===== src/smc_pkg.sv =====
// package for the shared serial module: register map, field layout, reset values, modes
// assumes a 32-bit apb slave with word-aligned registers
package smc_pkg;
  // register byte addresses
  localparam logic [7:0] ADDR_CTRL0 = 8'h00;
  localparam logic [7:0] ADDR_STATUS = 8'h04;
  localparam logic [7:0] ADDR_DATA = 8'h08;
  localparam logic [7:0] ADDR_OWN = 8'h0C;
  localparam logic [7:0] ADDR_TOC = 8'h10;
  localparam logic [7:0] ADDR_IRQ_STAT = 8'h14;
  localparam logic [7:0] ADDR_IRQ_MASK = 8'h18;
  // control zero layout
  localparam int MODE_LSB = 5;
  localparam int DEB_LSB = 2;
  localparam int EN_BIT = 1;
  localparam int ICF_BIT = 0;
  localparam logic [7:0] CTRL0_RESET = 8'hE0;
  localparam logic [7:0] CTRL0_WMASK = 8'hEF;
  localparam logic [7:0] OWN_RESET = 8'h00;
  localparam logic [7:0] TOC_RESET = 8'h00;
  // status layout (bus_status_register subset)
  localparam int ST_BUSY = 5;
  localparam int ST_TX = 4;
  localparam int ST_ADDR_HIT = 6;
  localparam int ST_COMPLETE = 7;
  localparam int ST_RW = 2;
  localparam int ST_RXAK = 0;
  localparam int ST_WRITE_COLLISION_FLAG = 1;
  // interrupt status bits
  localparam int IRQ_ADDR = 0;
  localparam int IRQ_DONE = 1;
  localparam int IRQ_WRITE_COLLISION_FLAG = 2;
  localparam int IRQ_W = 3;
  // operating modes
  localparam logic [2:0] MODE_M4 = 3'h0;
  localparam logic [2:0] MODE_M16 = 3'h1;
  localparam logic [2:0] MODE_M64 = 3'h2;
  localparam logic [2:0] MODE_MSUB = 3'h3;
  localparam logic [2:0] MODE_MTMR = 3'h4;
  localparam logic [2:0] MODE_SPI_S = 3'h5;
  localparam logic [2:0] MODE_TWI_S = 3'h6;
  localparam logic [2:0] MODE_NONE = 3'h7;
  // debounce lengths in system clocks
  localparam logic [2:0] DEB_OFF = 3'h1;
  localparam logic [2:0] DEB_TWO = 3'h2;
  localparam logic [2:0] DEB_FOUR = 3'h4;
  // two-wire slave sequencer states
  typedef enum logic [4:0] {
    SMC_IDLE = 5'h01,
    SMC_ADDR = 5'h02,
    SMC_RECV = 5'h04,
    SMC_SEND = 5'h08,
    SMC_ACK = 5'h10
  } smc_state_t;
endpackage


===== src/smc_top.sv =====
// shared serial module in two-wire slave role with apb register access
// assumes external pull-ups on both bus lines and a 20 MHz core_clk
// Summary of operation
// - writing data register mid-transfer sets collision flag; software clears it
// - data register write during a transfer is dropped
// - bus lines are only pulled low or released
// - two-wire role is slave only, transmit or receive
// - selected only when received address equals own seven-bit address
// - own address in bits 7..1, bit 0 reserved read/write, reset zero
// - own address register shares its location with four-wire control two
// - one eight-bit data register shared by both modes, reset undefined
// - clock line debounce of none, two or four system clocks
// - debounce counts internal system clocks
// - three-bit mode field selects clock source or slave role, resets 111
// - debounce field 00 none, 01 two, 1x four clocks
// - enable bit turns module on; off releases pins and idles logic
//
// The placing of the registers and the APB slave port are this design's own decisions.
`timescale 1ns/1ps
module smc_top (
  input wire logic core_clk,
  input wire logic srst,
  input wire logic psel,
  input wire logic penable,
  input wire logic pwrite,
  input wire logic [7:0] paddr,
  input wire logic [31:0] pwdata,
  output logic [31:0] prdata,
  output logic pready,
  output logic pslverr,
  input wire logic scl_in,
  output logic scl_out,
  output logic scl_oe,
  input wire logic sda_in,
  output logic sda_out,
  output logic sda_oe,
  output logic irq
);
  logic [7:0] module_control_zero;
  logic [7:0] own_address_register;
  logic [7:0] shared_data_register;
  logic [7:0] timeout_control_register;
  logic [3:0] irq_stat;
  logic [3:0] irq_mask;
  logic write_collision_flag;
  logic addr_hit;
  logic xfer_done;
  logic rw_dir;
  logic rx_nack;
  logic [2:0] scl_sync;
  logic [2:0] sda_sync;
  logic scl_filt;
  logic scl_prev;
  logic sda_prev;
  logic [7:0] shifter;
  logic [3:0] bit_cnt;
  logic sda_drive_low;
  smc_pkg::smc_state_t state;
  smc_pkg::smc_state_t next_state;

  // bus decode
  wire apb_setup = psel && !penable;
  wire apb_acc = psel && penable;
  wire wr_en = apb_acc && pwrite;
  wire rd_en = apb_acc && !pwrite;
  wire hit_ctrl0 = paddr == smc_pkg::ADDR_CTRL0;
  wire hit_status = paddr == smc_pkg::ADDR_STATUS;
  wire hit_data = paddr == smc_pkg::ADDR_DATA;
  wire hit_own = paddr == smc_pkg::ADDR_OWN;
  wire hit_toc = paddr == smc_pkg::ADDR_TOC;
  wire hit_istat = paddr == smc_pkg::ADDR_IRQ_STAT;
  wire hit_imask = paddr == smc_pkg::ADDR_IRQ_MASK;
  wire mapped = hit_ctrl0 | hit_status | hit_data | hit_own | hit_toc | hit_istat | hit_imask;
  wire [2:0] op_mode = module_control_zero[smc_pkg::MODE_LSB +: 3];
  wire [1:0] deb_sel = module_control_zero[smc_pkg::DEB_LSB +: 2];
  wire module_on = module_control_zero[smc_pkg::EN_BIT];
  wire twi_on = module_on && (op_mode == smc_pkg::MODE_TWI_S);
  wire busy = twi_on && (state != smc_pkg::SMC_IDLE);
  wire data_wr = wr_en && hit_data;
  wire collide = data_wr && busy;

  // single-cycle access, unmapped addresses answer with an error
  assign pready = apb_acc;
  assign pslverr = apb_acc && !mapped;
  assign irq = |(irq_stat & irq_mask);

  // clock and data lines pass three flops; a change counts when the last two agree
  always_ff @(posedge core_clk)
  begin
    if (srst)
    begin
      scl_sync <= 3'h7;
      sda_sync <= 3'h7;
    end
    else
    begin
      scl_sync <= {scl_sync[1:0], scl_in};
      sda_sync <= {sda_sync[1:0], sda_in};
    end
  end

  logic scl_agree;
  logic sda_agree;
  // holds last agreed level so a disagreeing pair is not seen as a change
  always_ff @(posedge core_clk)
  begin
    if (srst)
    begin
      scl_agree <= 1'b1;
      sda_agree <= 1'b1;
    end
    else
    begin
      if (scl_sync[1] == scl_sync[2])
        scl_agree <= scl_sync[2];
      if (sda_sync[1] == sda_sync[2])
        sda_agree <= sda_sync[2];
    end
  end

  smc_debounce u_deb (
    .core_clk(core_clk),
    .srst(srst),
    .raw_in(scl_agree),
    .deb_sel(deb_sel),
    .filt_out(scl_filt)
  );

  // edge and bus condition detection on the filtered lines
  always_ff @(posedge core_clk)
  begin
    if (srst)
    begin
      scl_prev <= 1'b1;
      sda_prev <= 1'b1;
    end
    else
    begin
      scl_prev <= scl_filt;
      sda_prev <= sda_agree;
    end
  end
  wire scl_rise = scl_filt && !scl_prev;
  wire scl_fall = !scl_filt && scl_prev;
  wire start_cond = scl_filt && scl_prev && sda_prev && !sda_agree;
  wire stop_cond = scl_filt && scl_prev && !sda_prev && sda_agree;
  // byte taken at the eighth fall itself; the registered done pulse shows in the same cycle as the new state
  wire rx_store = scl_fall && state == smc_pkg::SMC_RECV && bit_cnt == 4'h8;
  wire own_match = shifter[7:1] == own_address_register[7:1];
  wire [7:0] rx_byte = {shifter[6:0], sda_agree};

  // slave sequencer; a stop or disable returns it to idle from anywhere
  always_comb
  begin
    next_state = state;
    unique case (state)
      smc_pkg::SMC_IDLE: if (start_cond) next_state = smc_pkg::SMC_ADDR;
      smc_pkg::SMC_ADDR: if (scl_fall && bit_cnt == 4'h8)
        next_state = own_match ? smc_pkg::SMC_ACK : smc_pkg::SMC_IDLE;
      smc_pkg::SMC_RECV: if (scl_fall && bit_cnt == 4'h8) next_state = smc_pkg::SMC_ACK;
      smc_pkg::SMC_SEND: if (scl_fall && bit_cnt == 4'h8) next_state = smc_pkg::SMC_ACK;
      smc_pkg::SMC_ACK: if (scl_fall)
        next_state = (rw_dir && rx_nack) ? smc_pkg::SMC_IDLE :
                     (rw_dir ? smc_pkg::SMC_SEND : smc_pkg::SMC_RECV);
    endcase
    if (!twi_on || stop_cond)
      next_state = smc_pkg::SMC_IDLE;
    else if (start_cond)
      next_state = smc_pkg::SMC_ADDR;
  end

  // shift engine: sample on rising clock, change drive on falling clock
  always_ff @(posedge core_clk)
  begin
    if (srst)
    begin
      state <= smc_pkg::SMC_IDLE;
      bit_cnt <= 4'h0;
      shifter <= 8'h00;
      sda_drive_low <= 1'b0;
      rw_dir <= 1'b0;
      rx_nack <= 1'b0;
      addr_hit <= 1'b0;
      xfer_done <= 1'b0;
    end
    else
    begin
      state <= next_state;
      addr_hit <= 1'b0;
      xfer_done <= 1'b0;
      if (next_state != state)
        bit_cnt <= 4'h0;
      if (next_state == smc_pkg::SMC_IDLE)
        sda_drive_low <= 1'b0;
      else if (scl_rise && state != smc_pkg::SMC_ACK && state != smc_pkg::SMC_IDLE)
      begin
        shifter <= rx_byte;
        bit_cnt <= bit_cnt + 4'h1;
      end
      else if (scl_rise && state == smc_pkg::SMC_ACK && rw_dir)
        rx_nack <= sda_agree;
      if (scl_fall && next_state == state && state == smc_pkg::SMC_SEND)
        sda_drive_low <= !shifter[7];
      if (scl_fall && state == smc_pkg::SMC_ADDR && bit_cnt == 4'h8 && own_match)
      begin
        rw_dir <= shifter[0];
        addr_hit <= 1'b1;
        sda_drive_low <= 1'b1; // acknowledge own address
      end
      if (scl_fall && state == smc_pkg::SMC_RECV && bit_cnt == 4'h8)
      begin
        xfer_done <= 1'b1;
        sda_drive_low <= 1'b1;
      end
      if (scl_fall && state == smc_pkg::SMC_SEND && bit_cnt == 4'h8)
      begin
        xfer_done <= 1'b1;
        sda_drive_low <= 1'b0; // release for master acknowledge
      end
      if (scl_fall && state == smc_pkg::SMC_ACK && next_state == smc_pkg::SMC_SEND)
      begin
        shifter <= shared_data_register; // each rise lifts the next bit to the top
        sda_drive_low <= !shared_data_register[7];
      end
      else if (scl_fall && state == smc_pkg::SMC_ACK)
        sda_drive_low <= 1'b0;
    end
  end

  // open-drain drive: output always low, enable only while pulling down
  assign sda_out = 1'b0;
  assign sda_oe = twi_on && sda_drive_low;
  assign scl_out = 1'b0;
  assign scl_oe = 1'b0; // slave never stretches the clock

  // control, address and timeout registers
  always_ff @(posedge core_clk)
  begin
    if (srst)
    begin
      module_control_zero <= smc_pkg::CTRL0_RESET;
      own_address_register <= smc_pkg::OWN_RESET;
      timeout_control_register <= smc_pkg::TOC_RESET;
      irq_mask <= 4'h0;
    end
    else if (wr_en)
    begin
      if (hit_ctrl0)
        module_control_zero <= pwdata[7:0] & smc_pkg::CTRL0_WMASK;
      if (hit_own)
        own_address_register <= pwdata[7:0];
      if (hit_toc)
        timeout_control_register <= pwdata[7:0];
      if (hit_imask)
        irq_mask <= pwdata[3:0];
    end
  end

  // data register has no reset value; transfer and software share it
  always_ff @(posedge core_clk)
  begin
    if (data_wr && !busy)
      shared_data_register <= pwdata[7:0];
    else if (rx_store)
      shared_data_register <= shifter;
  end

  // collision flag: set wins over a software clear in the same cycle
  always_ff @(posedge core_clk)
  begin
    if (srst)
      write_collision_flag <= 1'b0;
    else if (collide)
      write_collision_flag <= 1'b1;
    else if (wr_en && hit_status && !pwdata[smc_pkg::ST_WRITE_COLLISION_FLAG])
      write_collision_flag <= 1'b0;
  end

  wire read_istat = rd_en && hit_istat;
  wire [3:0] irq_set = {xfer_done && !rw_dir, collide, xfer_done, addr_hit};
  // sticky events cleared by reading; a new event in the read cycle survives
  always_ff @(posedge core_clk)
  begin
    if (srst)
      irq_stat <= 4'h0;
    else
      irq_stat <= (read_istat ? 4'h0 : irq_stat) | irq_set;
  end

  wire [7:0] status_view = {1'b0, state == smc_pkg::SMC_ADDR, busy, rw_dir && busy,
                            1'b0, rw_dir, write_collision_flag, rx_nack};
  wire [7:0] rd_mux = hit_ctrl0 ? module_control_zero :
                      hit_status ? status_view :
                      hit_data ? shared_data_register :
                      hit_own ? own_address_register :
                      hit_toc ? timeout_control_register :
                      hit_istat ? {4'h0, irq_stat} :
                      hit_imask ? {4'h0, irq_mask} : 8'h00;
  // read data registered in the setup phase so it stands through the access
  always_ff @(posedge core_clk)
  begin
    if (srst)
      prdata <= 32'h0000_0000;
    else if (apb_setup)
      prdata <= {24'h00_0000, rd_mux};
  end
endmodule // smc_top


===== src/smc_debounce.sv =====
// glitch filter for the incoming bus clock line
// assumes the input is already synchronised to core_clk
`timescale 1ns/1ps
module smc_debounce (
  input wire logic core_clk,
  input wire logic srst,
  input wire logic raw_in,
  input wire logic [1:0] deb_sel,
  output logic filt_out
);
  logic [2:0] stable_cnt;
  logic [2:0] need;
  // 00 none, 01 two clocks, 1x four clocks
  assign need = deb_sel[1] ? smc_pkg::DEB_FOUR :
                (deb_sel[0] ? smc_pkg::DEB_TWO : smc_pkg::DEB_OFF);
  // new level taken only after it stood for the selected run of clocks
  always_ff @(posedge core_clk)
  begin
    if (srst)
    begin
      stable_cnt <= 3'h0;
      filt_out <= 1'b1;
    end
    else if (raw_in == filt_out)
      stable_cnt <= 3'h0;
    else if (stable_cnt + 3'h1 >= need)
    begin
      filt_out <= raw_in;
      stable_cnt <= 3'h0;
    end
    else
      stable_cnt <= stable_cnt + 3'h1;
  end
endmodule // smc_debounce


===== config.mk =====
export PLATFORM = sky130hd
export DESIGN_NAME = smc_top
export DESIGN_NICKNAME = d
export VERILOG_FILES = /design/src/smc_pkg.sv /design/src/smc_top.sv /design/src/smc_debounce.sv
export SDC_FILE = /design/constraint.sdc
export NUM_CORES = 1
export LEC_CHECK = 0
export ABC_AREA = 1
export BUFFER_PORTS_ARGS = -buffer_cell sky130_fd_sc_hd__buf_2
export CAP_MARGIN = 5
export CORE_MARGIN = 5
export CORE_UTILIZATION = 60
export DETAILED_ROUTE_END_ITERATION = 10
export GPL_ROUTABILITY_DRIVEN = 0
export HOLD_SLACK_MARGIN = 0.05
export PLACE_DENSITY = 0.84
export SLEW_MARGIN = 20
export SYNTH_ARGS = -nofsm -noshare
export SYNTH_HDL_FRONTEND = slang
export SYNTH_SLANG_ARGS = --single-unit
export TNS_END_PERCENT = 100

===== constraint.sdc =====
create_clock -name core_clk -period 6.01 [get_ports core_clk]
set_input_delay 1.202 -clock core_clk [delete_from_list [all_inputs] [get_ports core_clk]]
set_output_delay 1.202 -clock core_clk [all_outputs]
set_load 0.1 [all_outputs]

==> impl_metrics.toml <==
[routing]
route.detailed.drc = 0
antenna_left = 0
wl_um = 10920
drt_iter0_markers = 373
vias = 4152
drt_pass1_iterations = 5
vias_per_cell = 5.558
avgRoutedWirePerCell_um = 14.62

[synth]
synth_ff_type = "dfxtp_1"
synth-seq-area-share_pct = 39.19
synth_area_per_cell_um2 = 7.346
synth_edf_count = 8
synth_area_um2 = 4496
synthesis.instances = 612
yosysWarnings = 0
synthArstFlopShare_pct = 0
yosysUniqueCellTypes = 44
yosys_register_bits = 84

[sta]
relSlewSlack_pct = 36.71
hold_viol = 0
tightest_slew_ns = 0.9483
rsz0062_at_grt = "no"
fmax_ghz = 0.2512
finalSetupTns_ns = 0
finalWorstSetupSlack_ns = 2.029
skew_ns = 0.009613
holdWs_ns = 0.4145
drv_slew = 0
finalSetupViolCount = 0
fin_crit_ns = 3.981
min_period_over_period_pct = 66.25

[worst_setup_path]
crit_type = "in -> out"
crit_path_frequent_cell = "nor2_1"
r2r_start = "state[3]"
crit_family = "simple AND/OR/NAND/NOR gates"
ff2ff_path_depth = 7
r2r_end = "shared_data_register[6]"
start_kind = "primary input"
cp.required_ns = 4.81
cp_max_fo = 7
crit_arrival_ns = 2.78
worstPathCellList = "buf_2 > nor2_1 > nand2_1 > nor2_1 > inv_1 > nor2_1 > inv_1 > nand4_1 > nor4_2 > buf_2"
end_kind = "primary output"
crit_buf_inv = 4
reg2reg_setup_slack_ns = 3.55
worst_path_max_delay_cell = "nor2_1"
slowest_delay_ns = 0.29

[global_routing]
antenna_found_initial = 0
grt_max_degree = 44
grt_busiest_layer = "met2"
grt_use_met1_pct = 32.48
grtUsageMet2_pct = 37.41
grt_use_total_pct = 24.31
grt_pass1_wl_um = 17470
met3_usage_pct = 5.267
gr-total-overflow = 0
grt_pass1_vias = 3791

[floorplanning]
die_area_um2 = 9324
num_rows = 31
io_pins = 86
die_w_um = 96.56
dieHeight_um = 96.56
start_util_pct = 61.65
coreArea_um2 = 7292

[clock_tree]
numClockSinks = 84
clk_pin_slew_ns = 0.08
hold_buffers = 0
h-tree-depth = 3
clk_latency_ns = 0.36
cts-root-buf = "clkbuf_8"
clk_path_buf_depth = 2
cts_tree = "built"
cts_setup_buffers = 0
cts_buffers = 9
ctsResizeCount = 0

[cells_and_area]
layout_commonest_cell = "nand2_1"
areaGrowthSynthToFinish_pct = 7.181
layout_common_cells = "nand2_1 (92), inv_1 (77), dfxtp_1 (76), nor2_1 (70), a21oi_1 (54)"
num_antenna_cells = 0
num-nets-final = 696
drive_gt1_share_pct = 15.74

[hold_path]
hp-class = "reg -> reg"
hold_depth = 1
worst_hold_startpoint = "scl_sync[0]"
min_to = "scl_sync[1]"

[pwr]
p_leak_nw = 2.096
powerDensity_nw_per_um2 = 224.5
vdd_drop_max_mv = 0.1555
total_power_w = 0.001082

[placement]
dp_slack_ns = 2.094
numPortBuffers = 34
dp_hpwl_um = 8155

[run_status]
status = "completed"

[run]
cap_violations = 0
## per-stage QoR
| step | std cells | util, % | instance area, µm² |
|---|---|---|---|
| after floorplan | 638 | - | 4599 |
| after global placement | 731 | 63.54 | 4633 |
| after detailed placement | 731 | 63.54 | 4633 |
| after CTS | 747 | 66.08 | 4818 |
| after global routing | 747 | 66.08 | 4818 |
| final | 747 | 66.08 | 4818 |
## synth_stat cells (7+ instances only)
| master | n | share of area, % |
|---|---|---|
| inv_1 | 77 | 6.4 |
| edfxtp_1 | 8 | 5.3 |
| or2_2 | 8 | 1.1 |
| o21ai_0 | 44 | 4.9 |
| a211oi_2 | 7 | 1.9 |
| buf_4 | 27 | 4.5 |
| clkbuf_1 | 9 | 0.75 |
| a21oi_1 | 54 | 6.0 |
| nor2_1 | 70 | 5.8 |
| nand3_1 | 30 | 3.3 |
| nand3_2 | 7 | 1.6 |
| nand4_1 | 16 | 2.2 |
| nand2_1 | 92 | 7.7 |
| nor2_2 | 7 | 0.97 |
| dfxtp_1 | 76 | 34 |
| inv_2 | 11 | 0.92 |
## kinds of logic after synthesis
| kind of cell | Yosys count | share of synthesized area, % |
|---|---|---|
| flip-flops | 84 | 39.19 |
| multiplexers | 4 | 0.9463 |
| adder cells (fa/ha/maj) | 6 | 1.670 |
| buffers and inverters | 130 | 13.30 |
| other | 1 | 0.08342 |
| XOR/XNOR | 8 | 1.559 |
| AO/OA/AOI/OAI | 131 | 17.26 |
| AND/OR/NAND/NOR | 248 | 25.99 |
## state kept, by name, indices dropped and copies added (netlist names)
signal and cells:
bit_cnt 4, own_address_register 8, rx_nack 1, sda_sync 3, write_collision_flag 1, scl_prev 1
rw_dir 1, xfer_done 1, sda_agree 1, module_control_zero 7, irq_stat 4, scl_agree 1
sda_drive_low 1, prdata 8, scl_sync 3, state 5, shared_data_register 8, u_deb.filt_out 1
irq_mask 4, u_deb.stable_cnt 3, sda_prev 1, shifter 8, addr_hit 1, timeout_control_register 8
## power breakdown
| part | internal (W) | leakage, nW | switching (W) |
|---|---|---|---|
| Sequential | 0.000567 | 0.688 | 0.00000151 |
| Clock | 0.000178 | 0.0930 | 0.000210 |
| Combinational | 0.0000121 | 1.31 | 0.000114 |
## routing by layer
| layer | vias up | share of wire [%] |
|---|---|---|
| li1 | 2034 | - |
| met1 | 1866 | 43 |
| met2 | 221 | 45 |
| met3 | 31 | 8.9 |
| met4 | 0 | 3.0 |
| met5 | - | 0 |
## worst max path at each step
| stage | start | to | slack, ns | cells past startpoint |
|---|---|---|---|---|
| 2_1_floorplan | penable | pslverr | 1.07 | 4 |
| 3_3_place_gp | paddr[7] | pslverr | 2.14 | 8 |
| 3_5_place_dp | paddr[1] | pslverr | 2.09 | 10 |
| 4_1_cts | paddr[1] | pslverr | 2.08 | 10 |
| 5_1_grt | paddr[1] | pslverr | 1.96 | 10 |
| 6_report | paddr[1] | pslverr | 2.03 | 10 |
## final cells by class
cell class                 instances  area, µm²
clock buffer                      12      156.4
clock inverter                     4      28.78
fill                             641       2474
inverter                          90      337.8
multi-input combinational        424       2240
sequential                        84       1762
tap                               99      123.9
timing repair buffer              34      170.2
Note: power is estimated with default switching activity, not from simulation.
